[config.mk]
export PLATFORM = sky130hd
export DESIGN_NAME = mdc_dma_control
export DESIGN_NICKNAME = d
export VERILOG_FILES = /design/src/mdc_pkg.sv /design/src/mdc_dma_control.sv
export SDC_FILE = /design/constraint.sdc
export NUM_CORES = 1
export LEC_CHECK = 0
export BUFFER_PORTS_ARGS = -buffer_cell sky130_fd_sc_hd__buf_4
export CAP_MARGIN = 5
export CORE_ASPECT_RATIO = 1.25
export CORE_MARGIN = 2
export CORE_UTILIZATION = 30
export CTS_BUF_LIST = sky130_fd_sc_hd__clkbuf_8
export CTS_CLUSTER_SIZE = 14
export DETAILED_ROUTE_END_ITERATION = 16
export GPL_TIMING_DRIVEN = 0
export PLACE_DENSITY = 0.59
export SLEW_MARGIN = 25
export SYNTH_ARGS = -nofsm -noshare
export SYNTH_HDL_FRONTEND = slang
export SYNTH_SLANG_ARGS = --single-unit
[constraint.sdc]
create_clock -name core_clk_in -period 5.6 [get_ports core_clk_in]
set_input_delay 1.12 -clock core_clk_in [delete_from_list [all_inputs] [get_ports core_clk_in]]
set_output_delay 1.12 -clock core_clk_in [all_outputs]
set_load 0.01 [all_outputs]
[src/mdc_pkg.sv]
package mdc_pkg;
   // channel count and widths
   localparam int NUM_CH        = 4;
   localparam int ADDR_W        = 8;
   localparam int DATA_W        = 8;
   // register offsets: per-channel block of four bytes, shared regs above
   localparam logic [7:0] OFS_CH_BASE   = 8'h00;  // channel n at n*4
   localparam logic [1:0] OFS_IRQ_EN    = 2'h0;   // channel_irq_enable
   localparam logic [1:0] OFS_COMMAND   = 2'h1;   // channel_command
   localparam logic [1:0] OFS_MODE      = 2'h2;   // channel_mode_reg
   localparam logic [1:0] OFS_STATUS    = 2'h3;   // channel status
   localparam logic [7:0] OFS_PRIORITY  = 8'h10;  // priority_control
   localparam logic [7:0] OFS_MASTER    = 8'h11;  // master_enable
   localparam logic [7:0] OFS_STATE     = 8'h12;  // channel states, read only
   // irq enable field positions
   localparam int BIT_OVR_EN    = 5;
   localparam int BIT_CNT_EN    = 4;
   // status field positions
   localparam int BIT_EOM       = 7;
   localparam int BIT_OVR       = 5;
   localparam int BIT_CNT       = 4;
   localparam int BIT_ENABLE    = 1;
   localparam int BIT_WGATE     = 0;
   // mode field
   localparam int BIT_CHAINED   = 4;
   // priority control fields
   localparam int BIT_BRC       = 4;
   localparam int BIT_CCC       = 3;
   localparam int BIT_ROTATE    = 2;
   // master enable
   localparam int BIT_MASTER    = 7;
   // command codes
   localparam logic [1:0] CMD_ABORT     = 2'h1;
   localparam logic [1:0] CMD_CLR_CNT   = 2'h2;
   // reset values and write masks
   localparam logic [7:0] RST_MASTER    = 8'h80;
   localparam logic [7:0] RST_ZERO      = 8'h00;
   localparam logic [3:0] CNT_ZERO      = 4'h0;
   localparam logic [7:0] IRQ_EN_MASK   = 8'hF0;
   localparam logic [7:0] MODE_MASK     = 8'h16;
   // undefined reads of single-block reserved bits return zero here
   localparam logic [7:0] UNDEF_READ    = 8'h00;

   typedef enum logic [1:0] {
      MDC_INITIAL,
      MDC_ENABLED,
      MDC_HALTED
   } mdc_state_e;

   // transmit descriptor as read from memory
   typedef struct packed {
      logic [15:0] next_link_pointer;
      logic [23:0] buffer_start_pointer;
      logic [15:0] buffer_length;
      logic [7:0]  descriptor_status;
   } mdc_desc_s;

   // per-channel load pulse group from the transfer engine
   typedef struct packed {
      logic       load_start;   // transfer start
      logic       load_switch;  // buffer switching
   } mdc_load_s;
endpackage
[src/mdc_dma_control.sv]
`timescale 1ns/10ps
// Summary of operation
// - overrun flag raises error irq when enabled
// - counter wrap flag raises error irq when enabled
// - single-block mode ignores both irq enables
// - command register reads always 00H
// - command 01 aborts halted channel to initial
// - command 10 clears counter and end flag
// - enable clear halts; abort halted to initial
// - transfer end returns channel to initial itself
// - release bus after all requests serviced
// - release mode: one transfer per channel unless change bit set
// - change bit selects when ownership passes
// - priority select orders channels, rotation too
// - release mode: served channel waits for group
// - second request restarts group as new tenure
// - master enable gates all; resets to 1
// - next descriptor address from pointer and base
// - buffer pointer loads buffer address register
// - length loads byte count register
// - descriptor holds pointer, buffer, length, status
// - overrun set on request at error descriptor
module mdc_dma_control #(
   parameter int NUM_CH = mdc_pkg::NUM_CH
) (
   input  wire logic                       core_clk_in,    // 25 MHz
   input  wire logic                       rst_in,         // sync, active high
   input  wire logic [mdc_pkg::ADDR_W-1:0] reg_addr_in,    // register address
   input  wire logic [mdc_pkg::DATA_W-1:0] reg_wdata_in,   // write data
   input  wire logic                       reg_wr_in,      // write strobe
   input  wire logic                       reg_rd_in,      // read strobe
   output logic      [mdc_pkg::DATA_W-1:0] reg_rdata_out,  // read data, next cycle
   input  wire logic [NUM_CH-1:0]          xfer_req_in,    // serial channel requests
   input  wire logic                       xfer_done_in,   // granted cycle finished
   input  wire logic [NUM_CH-1:0]          xfer_end_in,    // transfer end condition
   input  wire logic [NUM_CH-1:0]          frame_wrap_in,  // frame counter wrapped
   input  wire logic [NUM_CH-1:0]          frame_end_in,   // frame completed
   input  wire mdc_pkg::mdc_load_s [NUM_CH-1:0] load_in,   // descriptor load pulses
   input  wire mdc_pkg::mdc_desc_s         desc_in,        // fetched descriptor
   input  wire logic [7:0]                 link_pointer_base_in,
   input  wire logic [23:0]                error_descriptor_addr_in [NUM_CH],
   output logic      [NUM_CH-1:0]          bus_req_out,    // bus mastership wanted
   output logic      [NUM_CH-1:0]          grant_out,      // channel owning the bus
   output logic      [NUM_CH-1:0]          chan_active_out,// enabled and master on
   output logic      [NUM_CH-1:0]          channel_error_irq_out,
   output logic      [23:0]                current_descriptor_addr_out [NUM_CH],
   output logic      [23:0]                buffer_addr_out [NUM_CH],
   output logic      [15:0]                byte_count_reg_out [NUM_CH]
);

   // per-channel state
   mdc_pkg::mdc_state_e state_q [NUM_CH];          // initial / enabled / halted
   logic [7:0]          irq_en_q [NUM_CH];         // overrun/counter enables
   logic [7:0]          mode_q [NUM_CH];           // channel_mode_reg
   logic [NUM_CH-1:0]   enable_q;                  // channel_enable_bit
   logic [NUM_CH-1:0]   overrun_q;                 // buffer_overrun_flag
   logic [NUM_CH-1:0]   wrap_q;                    // counter_wrap_flag
   logic [NUM_CH-1:0]   eom_q;                     // end_of_message_flag
   logic [3:0]          frame_cnt_q [NUM_CH];      // frame_end_counter
   // shared registers
   logic [7:0]          prio_q;                    // priority_control
   logic [7:0]          master_q;                  // master_enable
   // arbitration
   logic [NUM_CH-1:0]   grant_q;                   // current owner, one-hot
   logic [NUM_CH-1:0]   served_q;                  // done first transfer this tenure
   logic [1:0]          rot_q;                     // rotation start channel
   logic                own_q;                     // bus tenure active
   logic [7:0]          rdata_q;

   // decoded write helpers
   logic                ch_hit;
   logic [1:0]          ch_sel;
   logic [1:0]          ch_reg;
   assign ch_hit = (reg_addr_in < mdc_pkg::OFS_PRIORITY);
   assign ch_sel = reg_addr_in[3:2];
   assign ch_reg = reg_addr_in[1:0];

   logic [NUM_CH-1:0] abort_cmd;    // software abort pulse per channel
   logic [NUM_CH-1:0] clr_cmd;      // counter clear pulse per channel
   logic [NUM_CH-1:0] st_wr;        // status write per channel
   logic [NUM_CH-1:0] mode_wr;
   logic [NUM_CH-1:0] ien_wr;
   logic              master_on;
   assign master_on = master_q[mdc_pkg::BIT_MASTER];

   always_comb begin
      for (int c = 0; c < NUM_CH; c++) begin
         logic hit;
         hit = reg_wr_in && ch_hit && (ch_sel == 2'(c));
         abort_cmd[c] = hit && (ch_reg == mdc_pkg::OFS_COMMAND) &&
                        (reg_wdata_in[1:0] == mdc_pkg::CMD_ABORT);
         clr_cmd[c]   = hit && (ch_reg == mdc_pkg::OFS_COMMAND) &&
                        (reg_wdata_in[1:0] == mdc_pkg::CMD_CLR_CNT);
         st_wr[c]     = hit && (ch_reg == mdc_pkg::OFS_STATUS);
         mode_wr[c]   = hit && (ch_reg == mdc_pkg::OFS_MODE);
         ien_wr[c]    = hit && (ch_reg == mdc_pkg::OFS_IRQ_EN);
      end
   end

   // channel state machine and enable bit
   always_ff @(posedge core_clk_in) begin
      for (int c = 0; c < NUM_CH; c++) begin
         if (rst_in) begin
            state_q[c]  <= mdc_pkg::MDC_INITIAL;
            enable_q[c] <= 1'b0;
         end else begin
            case (state_q[c])
               mdc_pkg::MDC_INITIAL: begin
                  // enable only through write gate low
                  if (st_wr[c] && !reg_wdata_in[mdc_pkg::BIT_WGATE] &&
                      reg_wdata_in[mdc_pkg::BIT_ENABLE]) begin
                     enable_q[c] <= 1'b1;
                     state_q[c]  <= mdc_pkg::MDC_ENABLED;
                  end
               end
               mdc_pkg::MDC_ENABLED: begin
                  if (xfer_end_in[c]) begin
                     // end condition clears enable, no abort needed
                     enable_q[c] <= 1'b0;
                     state_q[c]  <= mdc_pkg::MDC_INITIAL;
                  end else if (st_wr[c] && !reg_wdata_in[mdc_pkg::BIT_WGATE] &&
                               !reg_wdata_in[mdc_pkg::BIT_ENABLE]) begin
                     // abort is ignored here: no direct path to initial
                     enable_q[c] <= 1'b0;
                     state_q[c]  <= mdc_pkg::MDC_HALTED;
                  end
               end
               mdc_pkg::MDC_HALTED: begin
                  if (abort_cmd[c]) begin
                     state_q[c] <= mdc_pkg::MDC_INITIAL;
                  end else if (st_wr[c] && !reg_wdata_in[mdc_pkg::BIT_WGATE] &&
                               reg_wdata_in[mdc_pkg::BIT_ENABLE]) begin
                     // resumes with retained internal state
                     enable_q[c] <= 1'b1;
                     state_q[c]  <= mdc_pkg::MDC_ENABLED;
                  end
               end
               default: state_q[c] <= mdc_pkg::MDC_INITIAL;
            endcase
         end
      end
   end

   // irq enable and mode registers; kept across abort
   always_ff @(posedge core_clk_in) begin
      for (int c = 0; c < NUM_CH; c++) begin
         if (rst_in) begin
            irq_en_q[c] <= mdc_pkg::RST_ZERO;
            mode_q[c]   <= mdc_pkg::RST_ZERO;
         end else begin
            if (ien_wr[c]) begin
               irq_en_q[c] <= reg_wdata_in & mdc_pkg::IRQ_EN_MASK;
            end
            // mode changes are trusted to come only in initial state
            if (mode_wr[c]) begin
               mode_q[c] <= reg_wdata_in & mdc_pkg::MODE_MASK;
            end
         end
      end
   end

   // status flags and frame counter; set beats software clear
   always_ff @(posedge core_clk_in) begin
      for (int c = 0; c < NUM_CH; c++) begin
         logic chained;
         logic ovr_set;
         chained = mode_q[c][mdc_pkg::BIT_CHAINED];
         ovr_set = chained && xfer_req_in[c] && (state_q[c] == mdc_pkg::MDC_ENABLED) &&
                   (current_descriptor_addr_out[c] == error_descriptor_addr_in[c]);
         if (rst_in) begin
            overrun_q[c]   <= 1'b0;
            wrap_q[c]      <= 1'b0;
            eom_q[c]       <= 1'b0;
            frame_cnt_q[c] <= mdc_pkg::CNT_ZERO;
         end else begin
            if (ovr_set) begin
               overrun_q[c] <= 1'b1;
            end else if (st_wr[c] && reg_wdata_in[mdc_pkg::BIT_OVR]) begin
               overrun_q[c] <= 1'b0;
            end
            if (chained && frame_wrap_in[c]) begin
               wrap_q[c] <= 1'b1;
            end else if (st_wr[c] && reg_wdata_in[mdc_pkg::BIT_CNT]) begin
               wrap_q[c] <= 1'b0;
            end
            if (frame_end_in[c]) begin
               eom_q[c]       <= 1'b1;
               frame_cnt_q[c] <= frame_cnt_q[c] + 4'h1;
            end else if (clr_cmd[c]) begin
               eom_q[c]       <= 1'b0;
               frame_cnt_q[c] <= mdc_pkg::CNT_ZERO;
            end
         end
      end
   end

   // error interrupt: or of enabled flags, chained mode only
   always_comb begin
      for (int c = 0; c < NUM_CH; c++) begin
         logic chained;
         chained = mode_q[c][mdc_pkg::BIT_CHAINED];
         channel_error_irq_out[c] = chained &&
            ((overrun_q[c] && irq_en_q[c][mdc_pkg::BIT_OVR_EN]) ||
             (wrap_q[c]    && irq_en_q[c][mdc_pkg::BIT_CNT_EN]));
      end
   end

   // master enable gates every channel
   assign chan_active_out = enable_q & {NUM_CH{master_on}};
   logic [NUM_CH-1:0] pend;
   assign pend = xfer_req_in & chan_active_out;

   // priority order table
   function automatic logic [1:0] order_at(input logic [2:0] sel,
                                           input logic [1:0] rot,
                                           input logic [1:0] pos);
      logic [7:0] tbl;
      case (sel)
         3'h0: tbl = 8'hE4;   // 0 1 2 3
         3'h1: tbl = 8'h4E;   // 2 3 0 1
         3'h2: tbl = 8'hD8;   // 0 2 1 3
         3'h3: tbl = 8'h8D;   // 1 3 0 2
         default: tbl = 8'hE4;
      endcase
      if (sel[mdc_pkg::BIT_ROTATE]) begin
         order_at = 2'(rot + pos);
      end else begin
         order_at = tbl[2*pos +: 2];
      end
   endfunction

   // pick next owner
   logic [NUM_CH-1:0] pick;
   logic              bus_release_cond;
   logic              ccc;
   assign bus_release_cond = prio_q[mdc_pkg::BIT_BRC];
   assign ccc = prio_q[mdc_pkg::BIT_CCC];
   always_comb begin
      logic [NUM_CH-1:0] cand;
      logic [1:0]        ch;
      pick = '0;
      ch   = 2'h0;
      // in release mode only unserved channels compete; channels already served
      // this tenure thus wait until the rest of the group is through
      cand = bus_release_cond ? (pend & ~served_q) : pend;
      for (int p = NUM_CH - 1; p >= 0; p--) begin
         ch = order_at(prio_q[2:0], rot_q, 2'(p));
         if (cand[ch]) begin
            pick = '0;
            pick[ch] = 1'b1;
         end
      end
   end

   // arbitration sequencing; switches on the done pulse unless ccc keeps a still-requesting owner, or when the owner drops its request
   always_ff @(posedge core_clk_in) begin
      if (rst_in) begin
         grant_q  <= '0;
         served_q <= '0;
         rot_q    <= 2'h0;
         own_q    <= 1'b0;
      end else if (grant_q == '0) begin
         if (pick != '0) begin
            grant_q <= pick;
            own_q   <= 1'b1;
         end else if (served_q != '0 && (pend & ~served_q) == '0) begin
            if ((pend & served_q) != '0) begin
               served_q <= '0;
            end else begin
               served_q <= '0;
               own_q    <= 1'b0;
            end
         end else if (pend == '0) begin
            own_q <= 1'b0;
         end
      end else if (xfer_done_in) begin
         for (int c = 0; c < NUM_CH; c++) begin
            if (grant_q[c]) begin
               rot_q <= 2'(c + 1);
            end
         end
         if (bus_release_cond) begin
            served_q <= served_q | grant_q;
            // keep channel while it still asks, if ccc set
            if (!(ccc && (pend & grant_q) != '0)) begin
               grant_q <= '0;
            end
         end else if (!ccc || (pend & grant_q) == '0) begin
            grant_q <= '0;
         end
      end else if ((pend & grant_q) == '0) begin
         grant_q <= '0;
      end
   end
   assign grant_out   = grant_q;
   assign bus_req_out = {NUM_CH{own_q}} | pend;

   // descriptor loads into address and count registers
   always_ff @(posedge core_clk_in) begin
      for (int c = 0; c < NUM_CH; c++) begin
         if (rst_in) begin
            current_descriptor_addr_out[c] <= '0;
            buffer_addr_out[c]             <= '0;
            byte_count_reg_out[c]          <= '0;
         end else begin
            if (load_in[c].load_switch) begin
               current_descriptor_addr_out[c] <=
                  {link_pointer_base_in, desc_in.next_link_pointer};
            end
            if (load_in[c].load_start || load_in[c].load_switch) begin
               buffer_addr_out[c]    <= desc_in.buffer_start_pointer;
               byte_count_reg_out[c] <= desc_in.buffer_length;
            end
         end
      end
   end

   // shared registers, byte wide
   always_ff @(posedge core_clk_in) begin
      if (rst_in) begin
         prio_q   <= mdc_pkg::RST_ZERO;
         master_q <= mdc_pkg::RST_MASTER;
      end else if (reg_wr_in) begin
         if (reg_addr_in == mdc_pkg::OFS_PRIORITY) begin
            prio_q <= {3'h0, reg_wdata_in[4:0]};
         end
         if (reg_addr_in == mdc_pkg::OFS_MASTER) begin
            master_q <= reg_wdata_in & mdc_pkg::RST_MASTER;
         end
      end
   end

   // read mux, data one cycle after the strobe
   always_ff @(posedge core_clk_in) begin
      if (rst_in) begin
         rdata_q <= mdc_pkg::RST_ZERO;
      end else if (reg_rd_in) begin
         rdata_q <= mdc_pkg::RST_ZERO;
         if (ch_hit) begin
            case (ch_reg)
               mdc_pkg::OFS_IRQ_EN:
                  rdata_q <= mode_q[ch_sel][mdc_pkg::BIT_CHAINED] ? irq_en_q[ch_sel]
                             : mdc_pkg::UNDEF_READ;
               mdc_pkg::OFS_COMMAND: rdata_q <= mdc_pkg::RST_ZERO;
               mdc_pkg::OFS_MODE:    rdata_q <= mode_q[ch_sel];
               mdc_pkg::OFS_STATUS:
                  rdata_q <= {eom_q[ch_sel], 1'b0, overrun_q[ch_sel], wrap_q[ch_sel],
                              2'h0, enable_q[ch_sel], 1'b1};
               default: rdata_q <= mdc_pkg::RST_ZERO;
            endcase
         end else if (reg_addr_in == mdc_pkg::OFS_PRIORITY) begin
            rdata_q <= prio_q;
         end else if (reg_addr_in == mdc_pkg::OFS_MASTER) begin
            rdata_q <= master_q;
         end else if (reg_addr_in == mdc_pkg::OFS_STATE) begin
            rdata_q <= {state_q[3][1:0], state_q[2][1:0], state_q[1][1:0], state_q[0][1:0]};
         end
      end
   end
   assign reg_rdata_out = rdata_q;

endmodule

* Yosys cells after proc, flatten, opt, wreduce, memory -nomap -nowiden
Memory sizes are Yosys's and may differ from the RTL's.
Cells that the tools add are included.
** Storage, ports and cells
- Register bits after elaboration :: 297
- RAM bits :: 36
- Input port bits :: 213
- Logic and storage cells :: 534
- Memories kept :: 3
** Operators by class
- $add $sub $neg :: 3
- Magnitude comparators :: 10
- Equal/unequal tests :: 40
- Mux-type cells :: 258
- Bitwise logic cells :: 41
- Reduce and logical (&&, ||, !) cells :: 144
** Memory list
- irq_en_q :: depth 4, width 4, rd ports 5, clocked after Yosys merged registers in 0, wr ports 4, RTL line mdc_dma_control.sv:53 : logic [7:0] irq_en_q [NUM_CH];
- mode_q :: depth 4, width 3, rd ports 5, clocked after Yosys merged registers in 0, wr ports 4, RTL line mdc_dma_control.sv:54 : logic [7:0] mode_q [NUM_CH];
- state_q :: depth 4, width 2, rd ports 4, clocked after Yosys merged registers in 0, wr ports 4, RTL line mdc_dma_control.sv:52 : mdc_pkg::mdc_state_e state_q [NUM_CH];
** Operators by type and width (count)
- $mux 1 :: 178
- $eq 24x24->1 :: 4
- $mux 4 :: 21
- $logic_and 1x1->1 :: 83
- $mux 2 :: 32
- $mux 8 :: 5
- $or 1x1->1 :: 32
- $pmux 8 s4 :: 1
- $reduce_bool 2->1 :: 14
- $eq 8x5->1 const B :: 3
- $pmux 8 s3 :: 1
- $and 4x4->4 :: 5
- $reduce_bool 4->1 :: 5
- $eq 2x2->1 const B :: 9
- $reduce_and 3->1 :: 6
- $reduce_bool 3->1 :: 6
- $bmux 1 s2 :: 8
- $logic_not 4->1 :: 4
- $lt 2x3->1 const B :: 5
- $ne 3x3->1 const B :: 5
- $eq 2x1->1 const B :: 7
- $logic_not 2->1 :: 6
- $mux 3 :: 4
- $pmux 1 s3 :: 4
- other kinds (19) :: 48

* Logic depth before layout (Yosys ltp)
- Depth in word-level cells :: 16
- Gate-level depth with buffers :: 9
- Gate-level depth less buffers :: 8

* Least setup slack after synthesis
OpenSTA, ideal clock, no wires.
- Kind :: input to register
- From :: input port xfer_req_in[2]
- To :: register served_q[2]
- Arrival :: 2988 ps
- Data required time :: 5484 ps
- Path slack :: 2496 ps
- Cell stages on the path :: 9
- Buffers on the path :: 1
- Path through :: and3_1 buf_2 nand2_1 a221oi_2 nand2_2 mux2i_1 a22o_1 or4_4 a31o_1
** On the way
- Longest elaborated chain between the ends :: 12
** Ends and longest elaborated chain
- start, declared :: RTL line mdc_dma_control.sv:33 : input wire logic [NUM_CH-1:0] xfer_req_in,
- $and 4x4->4 * :: RTL line mdc_dma_control.sv:211 : assign pend = xfer_req_in & chan_active_out;
- $and 4x4->4 :: RTL line mdc_dma_control.sv:245, mdc_dma_control.sv:266
- $mux 4 :: RTL line mdc_dma_control.sv:245 : cand = bus_release_cond ? (pend & ~served_q) : pend;
- $bmux 1 s2 :: RTL line mdc_dma_control.sv:248 : if (cand[ch]) begin
- $mux 1 (not written as such) :: RTL line mdc_dma_control.sv:248
- $mux 4 (4 in a row) :: RTL line mdc_dma_control.sv:248
- $reduce_bool 4->1 :: RTL line mdc_dma_control.sv:263 : if (pick != '0) begin
- $ne 2x2->1 (no source line)
- $reduce_and 4->1 (no source line) *
- end signal, assigned :: RTL line mdc_dma_control.sv:283 : served_q <= served_q | grant_q;
- end, declared :: RTL line mdc_dma_control.sv:65 : logic [NUM_CH-1:0] served_q;
Mark *: on every way between the ends. The rest lies on a longest branch, timed or not. The select of a mux whose other input is x is not followed.
A chain may end at the register's enable or synchronous reset.

* Final worst setup path
- From :: input port xfer_req_in[2]
- To :: output port bus_req_out[2]
** On the way
- Longest elaborated chain between the ends :: 2
** Ends and longest elaborated chain
- $and 4x4->4 :: RTL line mdc_dma_control.sv:211
- $or 4x4->4 :: RTL line mdc_dma_control.sv:296 : assign bus_req_out = {NUM_CH{own_q}} | pend;
- end, declared :: RTL line mdc_dma_control.sv:42 : output logic [NUM_CH-1:0] bus_req_out,
Every way passes these cells.

==> flow_summary.ini <==
[route]
wirelength_um = 59150
viasPerCell = 4.891
drtIter0Drc = 710
post_drt_wl_per_cell_um = 20.80
drc = 0
ant_nets = 0
vias = 13910
dr.pass1.iters = 5

[floorplan]
fp-row-count = 89
core-area_um2 = 46880
die_area_um2 = 49010
io_pins = 493
die_x_um = 198.4
die_height_um = 247.0
initial_utilization_pct = 30.23

[clocking]
clk_pin_slew_ps = 60
cts_resized = 0
h-tree-depth = 2
cts_inserted_buffers = 55
cts_buffer_depth = 3
cts_tree = built
post_cts_buffers = 0
cts_root_buf = clkbuf_8
clk_latency_ps = 640
holdBufCountCts = 0
clock_sinks = 333

[timing]
fmax_mhz = 319.5
finClkSkew_ps = 27.06
drv_slew = 0
tns_ps = 0
setup_slack_ps = 2470
period_share_pct = 55.89
hold_slack_ps = 450.9
final_hold_viol_count = 0
rsz0062_at_grt = no
setup_viol = 0
timing.final.crit_period_ps = 3130
max_slew_margin_pct = 31.29
worst_pin_slew_ps = 1031

[outcome]
status = complete, no violations

[worst_setup_path]
end_kind = output port
start_kind = input pin
worstPathRequired_ps = 4480
crit_path_max_fanout = 6
cp_data_arrival_time_ps = 2010
worstSetupPathType = input pin to output port

[logic_synthesis]
synthFlopType = dfxtp_1
ys_seq_area_share_pct = 49.58
syn_avg_cell_area_um2 = 8.679
synth_edf_count = 36
synth_cell_types = 61
ys_warn_count = 0
synthArstFlopShare_pct = 0
synth.net_count = 1846
syn_area_um2 = 14170
synthCells = 1633
ys_ff_latch = 333

[placement]
io_buffers = 475
dpl_worst_slack_ps = 1978
gp_congestion = 0.8892
place_hpwl_um = 46400
placed_cell_area_um2 = 18540

[grt]
grt_max_degree = 14
grt_usage_pct = 23.29
grt-ovfl-total = 0
use_met1_pct = 27.90
grtUsageMet3_pct = 4.269
busiest_layer = met2
grt_use_met2_pct = 41.10
grt_first_pass_wirelength_um = 85100
grt_pass1_vias = 13750
antenna_found_initial = 1

[cells_and_area]
area_delta_synth_final_pct = 40.00
drive_above_1_share_pct = 27.15
final_common_cell = buf_4
final_area_um2 = 19840
mostFrequentLayoutCells = 477 x buf_4, 385 x nand2_1, 297 x dfxtp_1
final_nets = 2378

[pwr]
p_leak_nw = 8.764
p_sw_share_pct = 26.57
clockPowerShare_pct = 42.2
peakVddDrop_v = 0.0001764
power.share.sequential_pct = 43.9
power_frac_comb_pct = 13.9
netSwitchingPower_mw = 1.609
power_density_nw_per_um2 = 305.2
intPower_mw = 4.447

[hold_path]
min_path_type = register to register

[job]
max-cap-violations = 0
## cells in the mapped netlist, types with 14 or more instances
library cell | number | area, um^2
xnor2_1 | 59 | 516.8
mux2i_1 | 101 | 1011
clkbuf_1 | 95 | 356.6
edfxtp_1 | 36 | 1081
nand4_1 | 16 | 100.1
o21ai_0 | 25 | 125.1
and3_1 | 22 | 137.6
a21oi_1 | 193 | 965.9
nand2_1 | 385 | 1445
nor3_1 | 14 | 70.07
nor2_1 | 162 | 608.1
a22oi_1 | 22 | 165.2
xor2_1 | 38 | 332.8
nor4_1 | 20 | 125.1
dfxtp_1 | 297 | 5946
nand3_1 | 22 | 110.1
## per-layer routing
metal  share of wire [%]  routed length, um  vias up
li1                    -                  -     6624
met1                  41              24270     6640
met2                  50              29510      533
met3                 5.4               3205      112
met4                 3.6               2157        0
met5                   0                  0        -
## registers in the layout, summed over array words and instances (netlist names), 5 cells and up
signal and flops:
current_descriptor_addr_out 96, state_q 8, byte_count_reg_out 64, mode_q 12
buffer_addr_out 96, irq_en_q 16, reg_rdata_out 8, prio_q 5
## worst max-delay path, stage by stage
cell,delay [ps]
buf_4,130
and3_1,170
buf_2,160
or2_2,280
buf_4,150
## path summary, 6_finish.rpt
kind	startpoint	end	slack, ps	cells past startpoint
worst max-delay path	xfer_req_in[2]	bus_req_out[2]	2470	5
worst min-delay path	buffer_addr_out[11]$_SDFFE_PP0P_	buffer_addr_out[11]$_SDFFE_PP0P_	450	2
worst max register to register	enable_q[2]$_SDFFE_PP0P_	own_q$_SDFFE_PP0P_	2860	9
worst min register to register	buffer_addr_out[11]$_SDFFE_PP0P_	buffer_addr_out[11]$_SDFFE_PP0P_	450	2
## logic make-up (layout without fill, tap and decap cells)
| kind of cell | count (synthesis) | after routing | synth area share [%] |
|---|---|---|---|
| flops | 333 | 333 | 49.58 |
| simple gates | 692 | 692 | 20.87 |
| mux | 114 | 114 | 9.058 |
| other cells | 0 | 1 | 0 |
| buf+inv | 114 | 687 | 3.134 |
| xor+xnor | 97 | 97 | 5.995 |
| compound gates | 283 | 283 | 11.36 |
## final cells by class
| cell class | instances | area (um^2) |
|---|---|---|
| buffer | 107 | 417.9 |
| timing repair buffer | 475 | 3566 |
| tap | 637 | 797.0 |
| fill | 4710 | 27040 |
| clock buffer | 65 | 894.6 |
| inverter | 7 | 26.28 |
| antenna | 1 | 2.502 |
| clock inverter | 33 | 402.9 |
| sequential | 333 | 7027 |
| multi-input combinational | 1186 | 6708 |
## through the flow
step                      util, %  instances  power (mW)
after floorplan                 -       1633       3.045
after global placement      39.54       2745       3.536
after detailed placement    39.54       2745       3.549
after CTS                   42.30       2843       6.093
after global routing        42.32       2844       6.274
final                       42.32       2844       6.056
## power by group through the flow
stage          logic, mW  clock network, mW  registers, mW
6_report           0.842               2.56           2.66
3_5_place_dp       0.845                  0           2.70
2_1_floorplan      0.321                  0           2.72
5_1_grt            0.905               2.70           2.67
4_1_cts            0.848               2.59           2.65
3_3_place_gp       0.835                  0           2.70
Note: power is estimated with default switching activity, not from simulation.
